### src/rtl/smfc_consts.svh
`ifndef SMFC_CONSTS_SVH
`define SMFC_CONSTS_SVH

// Core clock
`define SMFC_CLK_MHZ            250
`define SMFC_CLK_HZ             250000000

// Count pulse train carrier and duty figures
`define SMFC_PWM_CARRIER_HZ     2500
`define SMFC_PWM_PERIOD_CYC     (`SMFC_CLK_HZ / `SMFC_PWM_CARRIER_HZ)
`define SMFC_DUTY_MIN_PCT       10
`define SMFC_DUTY_MAX_PCT       90
`define SMFC_DUTY_FAULT_PCT     98
`define SMFC_DUTY_FAULT_LIM_PCT 95

// Host pin timings, plain defaults in microseconds
`define SMFC_START_US           10
`define SMFC_CLEAR_US           50
`define SMFC_PULSE_MIN_US       20
`define SMFC_PULSE_MAX_US       100
`define SMFC_GAP_US             500
`define SMFC_IDLE_US            1000
`define SMFC_START_CYC          (`SMFC_START_US * `SMFC_CLK_MHZ)
`define SMFC_CLEAR_CYC          (`SMFC_CLEAR_US * `SMFC_CLK_MHZ)
`define SMFC_PULSE_MIN_CYC      (`SMFC_PULSE_MIN_US * `SMFC_CLK_MHZ)
`define SMFC_PULSE_MAX_CYC      (`SMFC_PULSE_MAX_US * `SMFC_CLK_MHZ)
`define SMFC_GAP_CYC            (`SMFC_GAP_US * `SMFC_CLK_MHZ)
`define SMFC_IDLE_CYC           (`SMFC_IDLE_US * `SMFC_CLK_MHZ)

// Rotation tracking: shortest wake interval and the number of doublings
`define SMFC_TRACK_ACT_US       200
`define SMFC_TRACK_LP_US        1600
`define SMFC_TRACK_ACT_CYC      (`SMFC_TRACK_ACT_US * `SMFC_CLK_MHZ)
`define SMFC_TRACK_LP_CYC       (`SMFC_TRACK_LP_US * `SMFC_CLK_MHZ)
`define SMFC_TRACK_ACT_LVLS     3'h3
`define SMFC_TRACK_LP_LVLS      3'h4
`define SMFC_TRACK_QUIET        2'h3

// Counter limits (11-bit two's complement)
`define SMFC_COUNT_MAX          11'h3ff
`define SMFC_COUNT_MIN          11'h400

`endif

### src/rtl/smfc_pkg.sv
package smfc_pkg;

    typedef enum logic [2:0] {
        SMFC_ACTIVE       = 3'h0,
        SMFC_ARM          = 3'h1,
        SMFC_DELAY        = 3'h2,
        SMFC_ACTIVE_COUNT = 3'h3,
        SMFC_LOW_POWER    = 3'h4,
        SMFC_DEEP_IDLE    = 3'h5,
        SMFC_FAULT        = 3'h6
    } smfc_mode_type;

    typedef struct packed {
        logic angleBias;
        logic angleCommonMode;
        logic angleGainLoop;
        logic hallBias;
        logic hallComparator;
        logic regulatorUv;
        logic clockBad;
        logic crcBad;
        logic supplyUv;
        logic supplyOv;
        logic pinOpen;
        logic pinShort;
    } smfc_fault_type;

    typedef struct packed {
        smfc_mode_type mode;
        logic [10:0]   turnCount;
        logic          countEn;
        logic          counterFault;
        logic          angleHiZ;
        logic          modePrev;
        logic [23:0]   modeLowCnt;
        logic [23:0]   pinLowCnt;
        logic          pulseOne;
        logic [23:0]   gapCnt;
        logic [23:0]   delayCnt;
        logic [23:0]   wakeCnt;
        logic [2:0]    trackLvl;
        logic [1:0]    quietCnt;
        logic [1:0]    hallPrev;
        logic          pinDrivePrev;
    } smfc_ctrl_state_type;

    typedef struct packed {
        logic [16:0] phaseCnt;
        logic        running;
        logic        driveLow;
    } smfc_pwm_state_type;

endpackage

### src/rtl/smfc_mode_ctrl.sv
// How it works
// - Any failure enters fault, angle outputs high-Z
// - Normal count duty stays within 10-90 percent
// - Counter failure drives count duty above 95 percent
// - Flag angle, Hall, overflow, regulator, clock, CRC faults
// - Flag supply under/overvoltage and pin open/short
// - Power-up with request high gives active mode
// - Count pin low past start time enables counting
// - First falling edge only after start interval
// - Long low on count pin clears, back active
// - Low-power only with counter on, tracking continues
// - Low-power: no pulse output, count pin ignored
// - Two timed request pulses enter low-power mode
// - Rising request edge leaves low-power mode
// - Wake interval adapts to rotation rate
// - Long low request enters deep idle, high-Z
// - Request high leaves deep idle at once
// - Low-power: angle high-Z, Hall steps still counted
// - Fault: angle high-Z, count pin unused unless the counter failed
// - Carrier 2.5 kHz, count zero gives half duty
// - 11-bit counter, up clockwise, down counter-clockwise
// - Leaving low-power resumes output with saved count
`timescale 1ns/100ps
`include "smfc_consts.svh"

module smfc_mode_ctrl
    import smfc_pkg::*;
#(
    parameter int unsigned START_CYC      = `SMFC_START_CYC,
    parameter int unsigned CLEAR_CYC      = `SMFC_CLEAR_CYC,
    parameter int unsigned PULSE_MIN_CYC  = `SMFC_PULSE_MIN_CYC,
    parameter int unsigned PULSE_MAX_CYC  = `SMFC_PULSE_MAX_CYC,
    parameter int unsigned GAP_CYC        = `SMFC_GAP_CYC,
    parameter int unsigned IDLE_CYC       = `SMFC_IDLE_CYC,
    parameter int unsigned PWM_PERIOD_CYC = `SMFC_PWM_PERIOD_CYC,
    parameter int unsigned TRACK_ACT_CYC  = `SMFC_TRACK_ACT_CYC,
    parameter int unsigned TRACK_LP_CYC   = `SMFC_TRACK_LP_CYC
) (
    // Clock and reset
    input  wire logic           ref_clk,
    input  wire logic           srst,
    // Mode-request pin, low requests idle
    input  wire logic           modeReq,
    // Open-drain count pin
    input  wire logic           countPinIn,
    output logic                countPinOut,
    output logic                countPinOe_n,
    // Hall comparator states
    input  wire logic           hallX,
    input  wire logic           hallY,
    // Diagnostic monitors
    input  wire smfc_fault_type faultIn,
    // Status
    output smfc_mode_type       mode,
    output logic [10:0]         turnCount,
    output logic                angleHiZ,
    output logic                hallEnable,
    output logic                counterFault
);

    localparam logic [23:0] START_LIM  = 24'(START_CYC);
    localparam logic [23:0] CLEAR_LIM  = 24'(CLEAR_CYC);
    localparam logic [23:0] PMIN_LIM   = 24'(PULSE_MIN_CYC);
    localparam logic [23:0] PMAX_LIM   = 24'(PULSE_MAX_CYC);
    localparam logic [23:0] GAP_LIM    = 24'(GAP_CYC);
    localparam logic [23:0] IDLE_LIM   = 24'(IDLE_CYC);
    localparam logic [23:0] TRACK_ACT  = 24'(TRACK_ACT_CYC);
    localparam logic [23:0] TRACK_LP   = 24'(TRACK_LP_CYC);

    smfc_ctrl_state_type s;
    smfc_ctrl_state_type next_s;
    logic                pinDriveLow;
    logic                pwmRun;
    logic                modeRise;
    logic                hostLow;
    logic                tracking;
    logic                wakeTick;
    logic [1:0]          step;
    logic                overflow;
    logic                hallFault;
    logic                anyFault;
    logic                pulseOk;
    logic [1:0]          hallNow;

    // Saturating increment for the duration counters
    function automatic logic [23:0] satInc(input logic [23:0] v);
        return (v == 24'hff_ffff) ? v : v + 24'h00_0001;
    endfunction

    // Position of a Hall state along the clockwise sequence 00,01,11,10
    function automatic logic [1:0] hallPos(input logic [1:0] g);
        return {g[1], g[1] ^ g[0]};
    endfunction

    // Wake interval: shortest interval doubled per level, clamped per mode
    function automatic logic [23:0] wakeInterval(input logic lp, input logic [2:0] lvl);
        logic [2:0] l;
        l = lvl;
        if (lp) begin
            if (l > `SMFC_TRACK_LP_LVLS) l = `SMFC_TRACK_LP_LVLS;
            return TRACK_LP << l;
        end
        if (l > `SMFC_TRACK_ACT_LVLS) l = `SMFC_TRACK_ACT_LVLS;
        return TRACK_ACT << l;
    endfunction

    assign hallNow  = {hallX, hallY};
    assign modeRise = modeReq && !s.modePrev;
    // Our own low phase and its echo are not a host request
    assign hostLow  = !countPinIn && !pinDriveLow && !s.pinDrivePrev;
    assign tracking = s.countEn && (s.mode == SMFC_ARM || s.mode == SMFC_DELAY
                      || s.mode == SMFC_ACTIVE_COUNT || s.mode == SMFC_LOW_POWER);
    assign wakeTick = tracking
                      && s.wakeCnt >= wakeInterval(s.mode == SMFC_LOW_POWER, s.trackLvl)
                         - 24'h00_0001;
    assign step     = hallPos(hallNow) - hallPos(s.hallPrev);
    assign overflow = wakeTick && ((step == 2'h1 && s.turnCount == `SMFC_COUNT_MAX)
                      || (step == 2'h3 && s.turnCount == `SMFC_COUNT_MIN));
    assign hallFault = faultIn.hallBias || faultIn.hallComparator;
    assign anyFault  = (|faultIn) || overflow;
    assign pulseOk   = s.modeLowCnt >= PMIN_LIM && s.modeLowCnt <= PMAX_LIM;

    always_comb begin
        next_s              = s;
        next_s.modePrev     = modeReq;
        next_s.pinDrivePrev = pinDriveLow;
        next_s.modeLowCnt   = modeReq ? 24'h00_0000 : satInc(s.modeLowCnt);
        // While we pull the pin the host level is hidden, so the run is held, not lost
        if (countPinIn || s.mode == SMFC_LOW_POWER) begin
            next_s.pinLowCnt = 24'h00_0000;
        end else if (hostLow) begin
            next_s.pinLowCnt = satInc(s.pinLowCnt);
        end

        // Hall sampling on wake ticks only; a skipped state counts as no step
        if (!tracking) begin
            next_s.wakeCnt  = 24'h00_0000;
            next_s.hallPrev = hallNow;
        end else if (wakeTick) begin
            next_s.wakeCnt  = 24'h00_0000;
            next_s.hallPrev = hallNow;
            if (step == 2'h1 || step == 2'h3) begin
                if (!overflow) begin
                    next_s.turnCount = (step == 2'h1) ? s.turnCount + 11'h001
                                                      : s.turnCount - 11'h001;
                end
                next_s.trackLvl = 3'h0;
                next_s.quietCnt = 2'h0;
            end else if (s.quietCnt == `SMFC_TRACK_QUIET) begin
                next_s.quietCnt = 2'h0;
                if (s.trackLvl < `SMFC_TRACK_LP_LVLS) begin
                    next_s.trackLvl = s.trackLvl + 3'h1;
                end
            end else begin
                next_s.quietCnt = s.quietCnt + 2'h1;
            end
        end else begin
            next_s.wakeCnt = s.wakeCnt + 24'h00_0001;
        end

        case (s.mode)
            SMFC_ACTIVE: begin
                // Arms once per low run, so the tail of a clear pulse cannot re-enable
                if (s.pinLowCnt == START_LIM) begin
                    next_s.mode     = SMFC_ARM;
                    next_s.countEn  = 1'b1;
                    next_s.trackLvl = `SMFC_TRACK_ACT_LVLS;
                    next_s.quietCnt = 2'h0;
                end
            end
            SMFC_ARM: begin
                if (countPinIn) begin
                    next_s.mode     = SMFC_DELAY;
                    next_s.delayCnt = 24'h00_0000;
                end
            end
            SMFC_DELAY: begin
                next_s.delayCnt = s.delayCnt + 24'h00_0001;
                if (s.delayCnt >= START_LIM - 24'h00_0001) begin
                    next_s.mode = SMFC_ACTIVE_COUNT;
                end
            end
            SMFC_ACTIVE_COUNT: begin
                if (s.pinLowCnt >= CLEAR_LIM) begin
                    next_s.mode      = SMFC_ACTIVE;
                    next_s.countEn   = 1'b0;
                    next_s.turnCount = 11'h000;
                    next_s.pulseOne  = 1'b0;
                end else if (modeRise) begin
                    if (pulseOk && s.pulseOne && s.gapCnt <= GAP_LIM) begin
                        next_s.mode     = SMFC_LOW_POWER;
                        next_s.pulseOne = 1'b0;
                    end else begin
                        next_s.pulseOne = pulseOk;
                        next_s.gapCnt   = 24'h00_0000;
                    end
                end else if (s.pulseOne) begin
                    next_s.gapCnt = satInc(s.gapCnt);
                    if (s.gapCnt > GAP_LIM) begin
                        next_s.pulseOne = 1'b0;
                    end
                end
            end
            SMFC_LOW_POWER: begin
                // Count pin is neither watched nor driven here
                if (modeRise) begin
                    next_s.mode = SMFC_ACTIVE_COUNT;
                end
            end
            SMFC_DEEP_IDLE: begin
                if (modeReq) begin
                    next_s.mode = s.countEn ? SMFC_ACTIVE_COUNT : SMFC_ACTIVE;
                end
            end
            SMFC_FAULT: begin
                next_s.mode = SMFC_FAULT;
            end
            default: begin
                next_s.mode = SMFC_FAULT;
            end
        endcase

        if (s.mode != SMFC_FAULT && s.mode != SMFC_DEEP_IDLE && s.modeLowCnt >= IDLE_LIM) begin
            next_s.mode     = SMFC_DEEP_IDLE;
            next_s.pulseOne = 1'b0;
        end

        // Failures outrank every request; only power-up leaves fault
        if (anyFault) begin
            next_s.mode = SMFC_FAULT;
            if (s.countEn && (hallFault || overflow)) begin
                next_s.counterFault = 1'b1;
            end
        end

        next_s.angleHiZ = !(next_s.mode == SMFC_ACTIVE || next_s.mode == SMFC_ARM
                          || next_s.mode == SMFC_DELAY
                          || next_s.mode == SMFC_ACTIVE_COUNT);
    end

    always_ff @(posedge ref_clk) begin
        if (srst) begin
            s      <= '0;
            s.mode <= SMFC_ACTIVE;
        end else begin
            s <= next_s;
        end
    end

    // Out-of-band duty is the counter's only way to report its own failure
    assign pwmRun = s.mode == SMFC_ACTIVE_COUNT
                    || (s.mode == SMFC_FAULT && s.counterFault);

    smfc_pwm_gen #(
        .PWM_PERIOD_CYC (PWM_PERIOD_CYC)
    ) u_pwm (
        .ref_clk    (ref_clk),
        .srst       (srst),
        .run        (pwmRun),
        .forceFault (s.counterFault),
        .turnCount  (s.turnCount),
        .driveLow   (pinDriveLow)
    );

    assign countPinOut  = s.countEn & ~s.countEn;
    assign countPinOe_n = ~pinDriveLow;
    assign mode         = s.mode;
    assign turnCount    = s.turnCount;
    assign angleHiZ     = s.angleHiZ;
    assign hallEnable   = s.countEn;
    assign counterFault = s.counterFault;

    a_fault_entry: assert property (@(posedge ref_clk) disable iff (srst)
        (|faultIn) |=> s.mode == SMFC_FAULT && s.angleHiZ)
        else $error("failure did not force fault with outputs off");

    a_fault_hold: assert property (@(posedge ref_clk) disable iff (srst)
        s.mode == SMFC_FAULT |=> s.mode == SMFC_FAULT [*4])
        else $error("fault mode was left without power-up");

    a_fault_pin: assert property (@(posedge ref_clk) disable iff (srst)
        s.mode == SMFC_FAULT && !s.counterFault |=> countPinOe_n && s.angleHiZ)
        else $error("count pin used in fault mode");

    a_active_quiet: assert property (@(posedge ref_clk) disable iff (srst)
        s.mode == SMFC_ACTIVE && $past(s.mode) == SMFC_ACTIVE
        |-> countPinOe_n && !s.angleHiZ && !s.countEn)
        else $error("active mode drove count pin or idled outputs");

    a_lp_quiet: assert property (@(posedge ref_clk) disable iff (srst)
        s.mode == SMFC_LOW_POWER |=> countPinOe_n || s.mode != SMFC_LOW_POWER)
        else $error("count pin driven in low-power mode");

    a_clear_zero: assert property (@(posedge ref_clk) disable iff (srst)
        $past(s.mode) == SMFC_ACTIVE_COUNT && s.mode == SMFC_ACTIVE
        |-> s.turnCount == 11'h000 && !s.countEn ##2 countPinOe_n)
        else $error("count clear left counter or output running");

    a_lp_exit: assert property (@(posedge ref_clk) disable iff (srst)
        s.mode == SMFC_LOW_POWER && modeReq && !s.modePrev && !(|faultIn)
        |=> s.mode == SMFC_ACTIVE_COUNT ##2 !countPinOe_n)
        else $error("rising request edge did not resume counting output");

    a_idle_exit: assert property (@(posedge ref_clk) disable iff (srst)
        s.mode == SMFC_DEEP_IDLE && modeReq && !(|faultIn) |=> s.mode != SMFC_DEEP_IDLE)
        else $error("deep idle held with request high");

    a_idle_hiz: assert property (@(posedge ref_clk) disable iff (srst)
        s.mode == SMFC_DEEP_IDLE || s.mode == SMFC_LOW_POWER |-> s.angleHiZ)
        else $error("angle outputs live in idle or low power");

    a_delay_quiet: assert property (@(posedge ref_clk) disable iff (srst)
        s.mode == SMFC_DELAY |=> countPinOe_n)
        else $error("count pin pulled low inside start interval");

endmodule

### src/rtl/smfc_pwm_gen.sv
`timescale 1ns/100ps
`include "smfc_consts.svh"

module smfc_pwm_gen
    import smfc_pkg::*;
#(
    parameter int unsigned PWM_PERIOD_CYC = `SMFC_PWM_PERIOD_CYC
) (
    // Clock and reset
    input  wire logic        ref_clk,
    input  wire logic        srst,
    // Control
    input  wire logic        run,
    input  wire logic        forceFault,
    input  wire logic [10:0] turnCount,
    // Pin drive, high pulls the open-drain pin low
    output logic             driveLow
);

    smfc_pwm_state_type s;
    smfc_pwm_state_type next_s;
    logic [16:0]        lowLen;

    // Released (high) time of one period for a given count
    function automatic int highCycles(input logic [10:0] cnt, input logic flt);
        int c;
        int p;
        c = int'($signed(cnt));
        p = int'(PWM_PERIOD_CYC);
        if (flt) begin
            return (p * `SMFC_DUTY_FAULT_PCT) / 100;
        end
        return p / 2 + (c * ((p * 2) / 5)) / 1024;
    endfunction

    assign lowLen = 17'(int'(PWM_PERIOD_CYC) - highCycles(turnCount, forceFault));

    always_comb begin
        next_s = s;
        if (!run) begin
            next_s = '0;
        end else begin
            // Each period opens with its falling edge
            if (!s.running || s.phaseCnt == 17'(PWM_PERIOD_CYC - 1)) begin
                next_s.phaseCnt = '0;
            end else begin
                next_s.phaseCnt = s.phaseCnt + 17'h0001;
            end
            next_s.running  = 1'b1;
            next_s.driveLow = next_s.phaseCnt < lowLen;
        end
    end

    always_ff @(posedge ref_clk) begin
        if (srst) begin
            s <= '0;
        end else begin
            s <= next_s;
        end
    end

    assign driveLow = s.driveLow;

    a_duty_band: assert property (@(posedge ref_clk) disable iff (srst)
        run && !forceFault |-> lowLen * 100 >= 17'(PWM_PERIOD_CYC) * `SMFC_DUTY_MIN_PCT
            && lowLen * 100 <= 17'(PWM_PERIOD_CYC) * `SMFC_DUTY_MAX_PCT)
        else $error("count duty left the valid band");

    a_fault_duty: assert property (@(posedge ref_clk) disable iff (srst)
        run && forceFault |-> lowLen * 100 < 17'(PWM_PERIOD_CYC) * 5)
        else $error("fault duty not above the upper limit");

    a_first_fall: assert property (@(posedge ref_clk) disable iff (srst)
        run && !s.running |=> driveLow ##1 (driveLow || lowLen < 17'h0002))
        else $error("pulse train did not open with a falling edge");

endmodule

### config.mk
export PLATFORM = sky130hd
export DESIGN_NAME = smfc_mode_ctrl
export DESIGN_NICKNAME = d
export VERILOG_FILES = /design/src/rtl/smfc_pkg.sv /design/src/rtl/smfc_mode_ctrl.sv /design/src/rtl/smfc_pwm_gen.sv
export VERILOG_INCLUDE_DIRS = /design/src /design/src/rtl
export SDC_FILE = /design/constraint.sdc
export NUM_CORES = 1
export LEC_CHECK = 0
export ABC_AREA = 1
export BUFFER_PORTS_ARGS = -buffer_cell sky130_fd_sc_hd__buf_2
export CAP_MARGIN = 0
export CELL_PAD_IN_SITES_DETAIL_PLACEMENT = 2
export CELL_PAD_IN_SITES_GLOBAL_PLACEMENT = 2
export CORE_AREA = 3 3 285 175
export CTS_CLUSTER_SIZE = 8
export DETAILED_ROUTE_END_ITERATION = 10
export DIE_AREA = 0 0 288 178
export PLACE_DENSITY = 0.8
export SYNTH_ARGS = -nofsm -noshare
export SYNTH_HDL_FRONTEND = slang
export SYNTH_HIERARCHICAL = 1
export SYNTH_SLANG_ARGS = --single-unit
### constraint.sdc
create_clock -name ref_clk -period 7.2 [get_ports ref_clk]
set_input_delay 0 -clock ref_clk [delete_from_list [all_inputs] [get_ports ref_clk]]
set_output_delay 0 -clock ref_clk [all_outputs]
set_load 0.02 [all_outputs]
# --- Word level (Yosys, flattened, before mapping) ---
# Cells that the tools add are included.
word_totals:
  regBits: 166
  latchBits: 0
  mem_bits_rw: 0
  mem_bits_ro: 0
  input_bits: 18
  out_inout_bits: 19
  wordCells: 189
  mem_count: 0
op_classes:
  n_addsub: 15
  mul: 1
  div_mod_pow: 0
  magnitude_cmp: 12
  n_eq_ne: 27
  n_shift: 2
  mux: 53
  bitwise_logic: 8
  n_reduce_logical: 52
op_table:
  columns: ["op", "n"]
  rows:
  - ["$add 24x1->24 const B", 5]
  - ["$mux 24", 5]
  - ["$eq 24x24->1 const B", 3]
  - ["$mux 17", 4]
  - ["$mux 11", 6]
  - ["$mux 3", 17]
  - ["$mux 25", 2]
  - ["$pmux 24 s2", 1]
  - ["$eq 24x12->1 const B", 1]
  - ["$ge 24x12->1 const B", 1]
  - ["$ge 24x13->1 const B", 1]
  - ["$ge 24x14->1 const B", 1]
  - ["$ge 24x18->1 const B", 1]
  - ["$ge 24x24->1", 1]
  - ["$gt 24x17->1 const B", 1]
  - ["$le 24x15->1 const B", 1]
  - ["$le 24x17->1 const B", 1]
  - ["$shl 16x3->24 const A", 1]
  - ["$shl 19x3->24 const A", 1]
  - ["$sub 24x1->24 const B", 1]
  - ["$mul 11x11->22 const B", 1]
  - ["$mux 5", 4]
  - ["$pmux 3 s6", 1]
  - ["$add 17x1->17", 1]
  - ["other kinds (43)", 108]

# --- Depth between registers and ports, before layout ---
# Gate-level depths: netlist of run 1.
depth:
  word_depth: 20
  ltp_mapped: 46
  ltp_nobuf: 46

# --- Hierarchy ---
# Netlist of run 1, hierarchy kept.
by_module_without_submodules:
  columns: ["module", "instances", "cells_each", "area_each_um2", "seq_area_each_um2"]
  rows:
  - ["smfc_mode_ctrl", 1, 1653, 10616.4, 2942.8]
  - ["smfc_pwm_gen", 1, 652, 4475.5, 380.4]

# --- Worst setup path after synthesis of run 1 ---
# No wires, ideal clock.
synth_path:
  kind: "reg2reg"
  start: "register s (netlist bit turnCount[5])"
  end: "register u_pwm.s (netlist bit u_pwm/driveLow)"
  setup_ns: 0.065
  t_arrival_ns: 6.440
  required_time_ns: 7.135
  setup_slack_ns: 0.695
  stages_incl_launch_ff: 43
  path_buffers: 0
  period_less_slack_ns: 6.505
  path_cell_list: "dfxtp_1 ha_1 ha_1 fa_1 fa_1 inv_1 fa_1 inv_1 ha_1 nand2_2 nor2_2 nand3_2 nand2_2 nand2_1 nand2_1 nand2_1 nand2_1 nand2_1 [... 7 more ...] nor2_1 nand3_1 nand2_1 nand2_1 nand2_1 nand2_1 nand3_1 nand2_2 nor2_2 nand2_2 nand3_1 nand2_1 ha_1 a21oi_1 o21ai_0 a211oi_1 nand2_1 nor2_1"
synth_via:
  elab_chain_len: 7
synth_rtl:
  columns: ["item", "line_no", "source"]
  rows:
  - ["start: declaration", "smfc_mode_ctrl.sv:70", "smfc_ctrl_state_type s;"]
  - ["start signal: assignment", "smfc_mode_ctrl.sv:246", "s <= next_s;"]
  - ["$mul 11x11->22 (*)", "smfc_pwm_gen.sv:33", "return p / 2 + (c * ((p * 2) / 5)) / 1024;"]
  - ["$and 1x1->1 (no line)", null, null]
  - ["$add 17x1->17 (no line) (*)", null, null]
  - ["$add 17x17->17 (*)", "smfc_pwm_gen.sv:33", null]
  - ["$mux 17 (*)", "smfc_pwm_gen.sv:33", null]
  - ["$sub 16x17->17 (*)", "smfc_pwm_gen.sv:36", "assign lowLen = 17'(int'(PWM_PERIOD_CYC) - highCycles(turnCount, forceFault));"]
  - ["$lt 17x17->1 (*)", "smfc_pwm_gen.sv:50", "next_s.driveLow = next_s.phaseCnt < lowLen;"]
  - ["end signal: assignment", "smfc_pwm_gen.sv:58", "s <= next_s;"]
  - ["end: declaration", "smfc_pwm_gen.sv:20", "smfc_pwm_state_type s;"]
# Mark *: on every way between the ends. The rest lies on a longest branch, timed or not.
# A chain may end at the register's enable or synchronous reset.

# --- Final worst setup path of run 1 ---
layout_path:
  start: "register s (netlist bit turnCount[6])"
  end: "register u_pwm.s (netlist bit u_pwm/driveLow)"
# The elaborated chain is that of the path after synthesis.

==> flow_metrics.tcl, run 1 <==
set metrics [dict create \
    drc 0 \
    yosys.area.top_type_share 0.220 \
    critPathTopFamily "adder cells" \
    core_um2 47500 \
    yosysMostFrequentCell "nand2_1" \
    synthTopCellsByCount "490 x nand2_1, 372 x inv_1, 247 x nor2_1" \
    yosys.area.top_type "dfxtp_1" \
    die_area_um2 51300 \
    grt_util_all_layers 0.217 \
    seq_area_frac_synth 0.220 \
    syn_inst 2305 \
    post-route-util 0.358 \
    drv_slew 0 \
    critical_path_class "flip-flop to flip-flop" \
    maxCapViolCount 0 \
    dr_total_vias 15500 \
    fin_crit_sh 0.974 \
    clk_path_buf_depth 2 \
    synthDistinctLibCells 59 \
    crit_required_ps 7580 \
    antenna_found_initial 1 \
    grt-ovfl-total 0 \
    postRouteAntennaNets 0 \
    synth-main-ff-cell "dfxtp_1" \
    drt-total-wl_um 56000 \
    ir_worst_vdd_mv 0.195 \
    fp.dieH_um 178 \
    drt-initial-drc-count 963 \
    grt_max_degree 35 \
    cp.arrival_ps 7390 \
    port_buffers 35 \
    firstDrtPassIters 5 \
    fmax_mhz 143 \
    path_max_fanout 6 \
    leakage_nw 7.53 \
    critPathBufInv 2 \
    final.fill_count 5720 \
    fin_setup_tns_ps 0 \
    cts_tree "done" \
    yosys_warnings 6 \
    cts.htree.levels 4 \
    worst_pin_slew_ps 977 \
    grt_pass1_wl_um 90000 \
    hp-class "primary input to flip-flop" \
    final_layout_size_suffix_gt1_frac 0.115 \
    powerDensity_nw_per_um2 121 \
    layout.nets 2531 \
    synth_area_per_cell_um2 6.55 \
    dieWidth_um 288 \
    dp_hpwl_um 43100 \
    ys_seq_elements 166 \
    critPathCaptureType "flip-flop" \
    cts-buffers-inserted 17 \
    rows 62 \
    setup-violations-final 0 \
    status "completed" \
    slowest_delay_ps 550 \
    place.gp.congestion 0.874 \
    clkSinkCount 166 \
    synth_fp_nets 2490 \
    grt_pass1_vias 16600 \
    synth_edf_count 0 \
    areaGrowthSynthToFinish_pct 12.5 \
    synth_area_leaders "dfxtp_1 22%, nand2_1 12%, ha_1 11%" \
    cts_root_buf "clkbuf_16" \
    relSlewSlack 0.346 \
    critPathSlowestCell "fa_1" \
    syn_area_um2 15100 \
    start_kind "flip-flop" \
    initial_core_util 0.318 \
    io_pins 37 \
    via_per_inst 5.17 \
    async_flop_share 0 \
    skew_ps 23.2 \
    hold_viol 0 \
    wl_per_cell_um 18.7 \
    clock_latency_ps 470 \
    cpMostUsedCell "nand2_1" \
    post-route-min-period_ps 7010 \
    clkTransAtPathRegs_ps 80 \
]
==> power by group <==
part           internal, W  leakage [nW]  total, W  switching (W)
logic            0.0000457          5.90  0.000155       0.000109
registers         0.000920          1.34  0.000925     0.00000543
clock network     0.000520         0.284  0.000973       0.000453
==> repair_timing <==
| action | 4_1_cts | 5_1_grt |
|---|---|---|
| hold buffers | 8 | 0 |
| gates resized for setup | 14 | 59 |
| hold endpoints to repair | 9 | 0 |
| endpoints found under the setup margin | 1 | 1 |
| buffers inserted | 1 | 14 |
| pin swaps | 4 | 29 |
==> cells by family (layout without fill, tap and decap cells) <==
logic type,Yosys count,after routing,synth area share
AOI/OAI and AO/OA,268,268,0.102
xor gates and xnor gates,79,79,0.0458
adders and majority gates,167,167,0.153
buffers and inverters,444,498,0.118
DFF,166,166,0.220
other,1,2,0.000248
and+or+nand+nor,1180,1180,0.360
==> metal layers <==
| metal | GRT usage | wire length, um | vias to the layer above |
|---|---|---|---|
| li1 | - | - | 7538 |
| met1 | 0.315 | 28800 | 7772 |
| met2 | 0.345 | 25000 | 179 |
| met3 | 0.0287 | 1530 | 32 |
| met4 | 0.0417 | 679 | 0 |
| met5 | 0 | 0 | - |
==> worst paths after layout <==
| check | end | startpoint | cells past startpoint | slack, ps |
|---|---|---|---|---|
| worst max-delay path | u_pwm/driveLow$_SDFF_PP0_ | turnCount[6]$_SDFF_PP0_ | 39 | 190 |
| worst min-delay path | mode[0]$_SDFF_PP0_ | faultIn[0] | 5 | 50 |
| worst max register to register | u_pwm/driveLow$_SDFF_PP0_ | turnCount[6]$_SDFF_PP0_ | 39 | 190 |
| worst min register to register | s[8]$_SDFF_PP0_ | s[8]$_SDFF_PP0_ | 1 | 470 |
==> worst min-delay path: stages <==
cell and delay [ps]:
buf_2 80, nor4_1 50, and3_1 190, nand2_1 90, nor2_1 50
==> area by class of cell <==
cell class | count | area [um2] | area share
multi-input combinational | 1695 | 10300 | 0.605
sequential | 166 | 3340 | 0.197
inverter | 390 | 1460 | 0.0863
tap | 640 | 801 | 0.0472
timing repair buffer | 76 | 503 | 0.0296
clock buffer | 17 | 425 | 0.0251
clock inverter | 15 | 168 | 0.00988
antenna | 1 | 2.50 | 0.000147
==> state kept, by name, summed over array words and instances (netlist names) <==
signal          cells
angleHiZ            1
mode                3
turnCount          11
counterFault        1
hallEnable          1
u_pwm/s            18
u_pwm/driveLow      1
s                 130
==> placed cells by master (no fill, tap or decap), types with 6 or more instances in the layout <==
master	instances
a21oi_1	116
a21oi_2	7
a31oi_1	7
buf_2	35
buf_4	33
clkbuf_16	17
dfxtp_1	159
dlygate4sd3_1	8
fa_1	30
ha_1	123
ha_4	9
inv_1	369
inv_2	18
nand2_1	475
nand2_2	41
nand2_4	7
nand3_1	147
nand3_2	15
nand3b_1	6
nand4_1	75
nor2_1	244
nor2_2	22
nor2_4	12
nor3_1	80
nor3b_1	9
nor4_1	28
o211ai_1	8
o21ai_0	85
o21ai_1	6
xnor2_1	27
xor2_1	50
==> metrics by stage <==
| stage | total power [W] | setup slack (ps) | hold WS, ps | std cells | cell area [um2] |
|---|---|---|---|---|---|
| 2_1_floorplan | 0.00105 | 695 | 85.9 | 2305 | 15100 |
| 3_3_place_gp | 0.00109 | 110 | 288 | 2944 | 15900 |
| 3_5_place_dp | 0.00110 | -293 | 289 | 2944 | 15900 |
| 4_1_cts | 0.00208 | 10.2 | 19.2 | 2985 | 16600 |
| 5_1_grt | 0.00214 | -291 | 45.4 | 3000 | 17000 |
| 6_report | 0.00205 | 190 | 49.6 | 3000 | 17000 |
No activity file was read; power rests on OpenSTA's default activity.
==> run 2, diff against run 1 <==
--- a/config.mk
+++ b/config.mk
@@ -15,7 +15,7 @@
 export CTS_CLUSTER_SIZE = 8
 export DETAILED_ROUTE_END_ITERATION = 10
 export DIE_AREA = 0 0 288 178
-export PLACE_DENSITY = 0.8
+export PLACE_DENSITY_LB_ADDON = 0.15
 export SYNTH_ARGS = -nofsm -noshare
 export SYNTH_HDL_FRONTEND = slang
 export SYNTH_HIERARCHICAL = 1
==> run 2 against run 1 <==
Against the previous run:
- critical path type unchanged
- final cell count decreased by 0.33%
- critical path depth increased by 2
- fmax increased by 5.0%
- sequential power about the same
- total power fell by 1.2%
- clock skew fell by 7.6 ps
- clock power fell by 2.4%
- via count decreased by 2.5%
- die area stayed put
- largest power group unchanged
==> flow_metrics.tcl, run 2 (same netlist as run 1, synthesis figures left out) <==
set metrics [dict create \
    layout.nets 2524 \
    skew_ps 15.6 \
    dp_hpwl_um 44300 \
    crit_path_start "turnCount[8]$_SDFF_PP0_" \
    status "completed" \
    fin_crit_sh 0.928 \
    postRouteAntennaNets 0 \
    final_layout_size_suffix_gt1_frac 0.109 \
    dp.cells 2947 \
    cpMostUsedCell "nand2_2" \
    dieWidth_um 288 \
    diodes 0 \
    wl_per_cell_um 18.3 \
    cp.arrival_ps 7060 \
    slowest_delay_ps 560 \
    grt-ovfl-total 0 \
    cts_tree "done" \
    leakage_nw 7.48 \
    setup-violations-final 0 \
    largest_register_ffs 130 \
    post-route-min-period_ps 6680 \
    powerDensity_nw_per_um2 121 \
    place.gp.congestion 0.879 \
    die_area_um2 51300 \
    hold_viol 0 \
    drv_slew 0 \
    clk_path_buf_depth 2 \
    rows 62 \
    cts-buffers-inserted 17 \
    rr_worst_depth 41 \
    critPathCaptureType "flip-flop" \
    clock_latency_ps 460 \
    drc 0 \
    largest-register "s" \
    drt-total-wl_um 54700 \
    fin_cells 2990 \
    final.fill_count 5810 \
    crit_required_ps 7580 \
    cts.htree.levels 4 \
    crit_end "u_pwm/driveLow$_SDFF_PP0_" \
    initial_core_util 0.318 \
    ir_worst_vdd_mv 0.169 \
    multi_input_area_um2 10200 \
    antenna_found_initial 0 \
    rrSetupSlack_ps 520 \
    clkTransAtPathRegs_ps 80 \
    critical_path_class "flip-flop to flip-flop" \
    r2r_start "turnCount[8]$_SDFF_PP0_" \
    grt_pass1_vias 16100 \
    grt_pass1_wl_um 89100 \
    firstDrtPassIters 5 \
    critPathTopFamily "adder cells" \
    grt_util_all_layers 0.217 \
    worst_pin_slew_ps 1020 \
    areaGrowthSynthToFinish_pct 11.6 \
    core_um2 47500 \
    hold_depth 5 \
    port_buffers 35 \
    drt-initial-drc-count 763 \
    io_pins 37 \
    clkSinkCount 166 \
    start_kind "flip-flop" \
    maxCapViolCount 0 \
    fmax_mhz 150 \
    layout_commonest_cell "nand2_1" \
    r2r_end "u_pwm/driveLow$_SDFF_PP0_" \
    critPathSlowestCell "fa_1" \
    grt_max_degree 35 \
    path_max_fanout 5 \
    via_per_inst 5.06 \
    fin_hold_ws_ps 14.8 \
    seq_area_um2 3340 \
    fp.dieH_um 178 \
    hp-class "primary input to flip-flop" \
    layout.cells.most_common_list "476 x nand2_1, 370 x inv_1, 243 x nor2_1" \
    cts_root_buf "clkbuf_16" \
    critPathBufInv 4 \
    crit_cells 41 \
    relSlewSlack 0.320 \
    dr_total_vias 15100 \
]
## run 2: cell types whose count changed in the layout (fill, tap and decap cells not counted), moves of 2 or more
cell and delta:
nand3_4 +2, ha_4 -4, dlygate4sd3_1 -2, inv_8 -2, ha_1 +8, inv_6 -2
nand3_1 -6, nor2_4 +2, a21oi_4 -2, ha_2 -4, o21ai_0 +2, nand3_2 +4
buf_4 -5
## run 2: cell type report
class | count | area share
Tap cell | 640 | 0.0476
Inverter | 390 | 0.0869
Multi-Input combinational cell | 1695 | 0.607
Sequential cell | 166 | 0.198
Clock inverter | 11 | 0.00750
Clock buffer | 19 | 0.0263
Timing Repair Buffer | 69 | 0.0265
## run 2: what timing repair did
action                                  in CTS  in global routing
endpoints found under the hold margin        6                  0
gates resized for setup                      6                 55
hold buffers                                 6                  0
endpoints found under the setup margin       1                  1
pin swaps                                    2                 29
setup buffers                                1                  6
## run 2: metrics by stage
step	setup slack (ps)	power (W)	instance area [um2]	setup TNS [ps]	util
floorplan	695	0.00105	15100	0	-
global placement	223	0.00109	15900	0	0.335
detailed placement	-92.5	0.00110	15900	-92.5	0.335
CTS	47.2	0.00206	16600	0	0.349
global route	-40.9	0.00211	16800	-40.9	0.355
finish	521	0.00203	16800	0	0.355
## run 2: layer usage
metal,vias to the layer above,GRT usage,wire length [um],share of wire
li1,7530,-,-,-
met1,7501,0.331,30100,0.55
met2,91,0.335,23400,0.43
met3,15,0.0248,920,0.017
met4,0,0.0274,252,0.0046
met5,-,0,0,0
## run 2: where the power goes
part | switching [W] | leakage [nW] | internal (W) | total, W
clock | 0.000433 | 0.268 | 0.000518 | 0.000950
combinational | 0.000109 | 5.87 | 0.0000447 | 0.000153
sequential | 0.00000537 | 1.34 | 0.000921 | 0.000926
## run 2: how the worst min path moves through the flow
stage / endpoint / from
detailed placement: s[1]$_SDFFE_PP0P_ / hallY
global route: mode[0]$_SDFF_PP0_ / faultIn[11]
global placement: s[1]$_SDFFE_PP0P_ / hallY
CTS: mode[0]$_SDFF_PP0_ / faultIn[6]
finish: mode[0]$_SDFF_PP0_ / faultIn[6]
floorplan: u_pwm/s[1]$_SDFF_PP0_ / srst
## run 2: worst min-delay path: cells and delay by family
| kind | cells | cell delay [ps] |
|---|---|---|
| and+or+nand+nor | 4 | 350 |
| buffers and inverters | 1 | 80 |
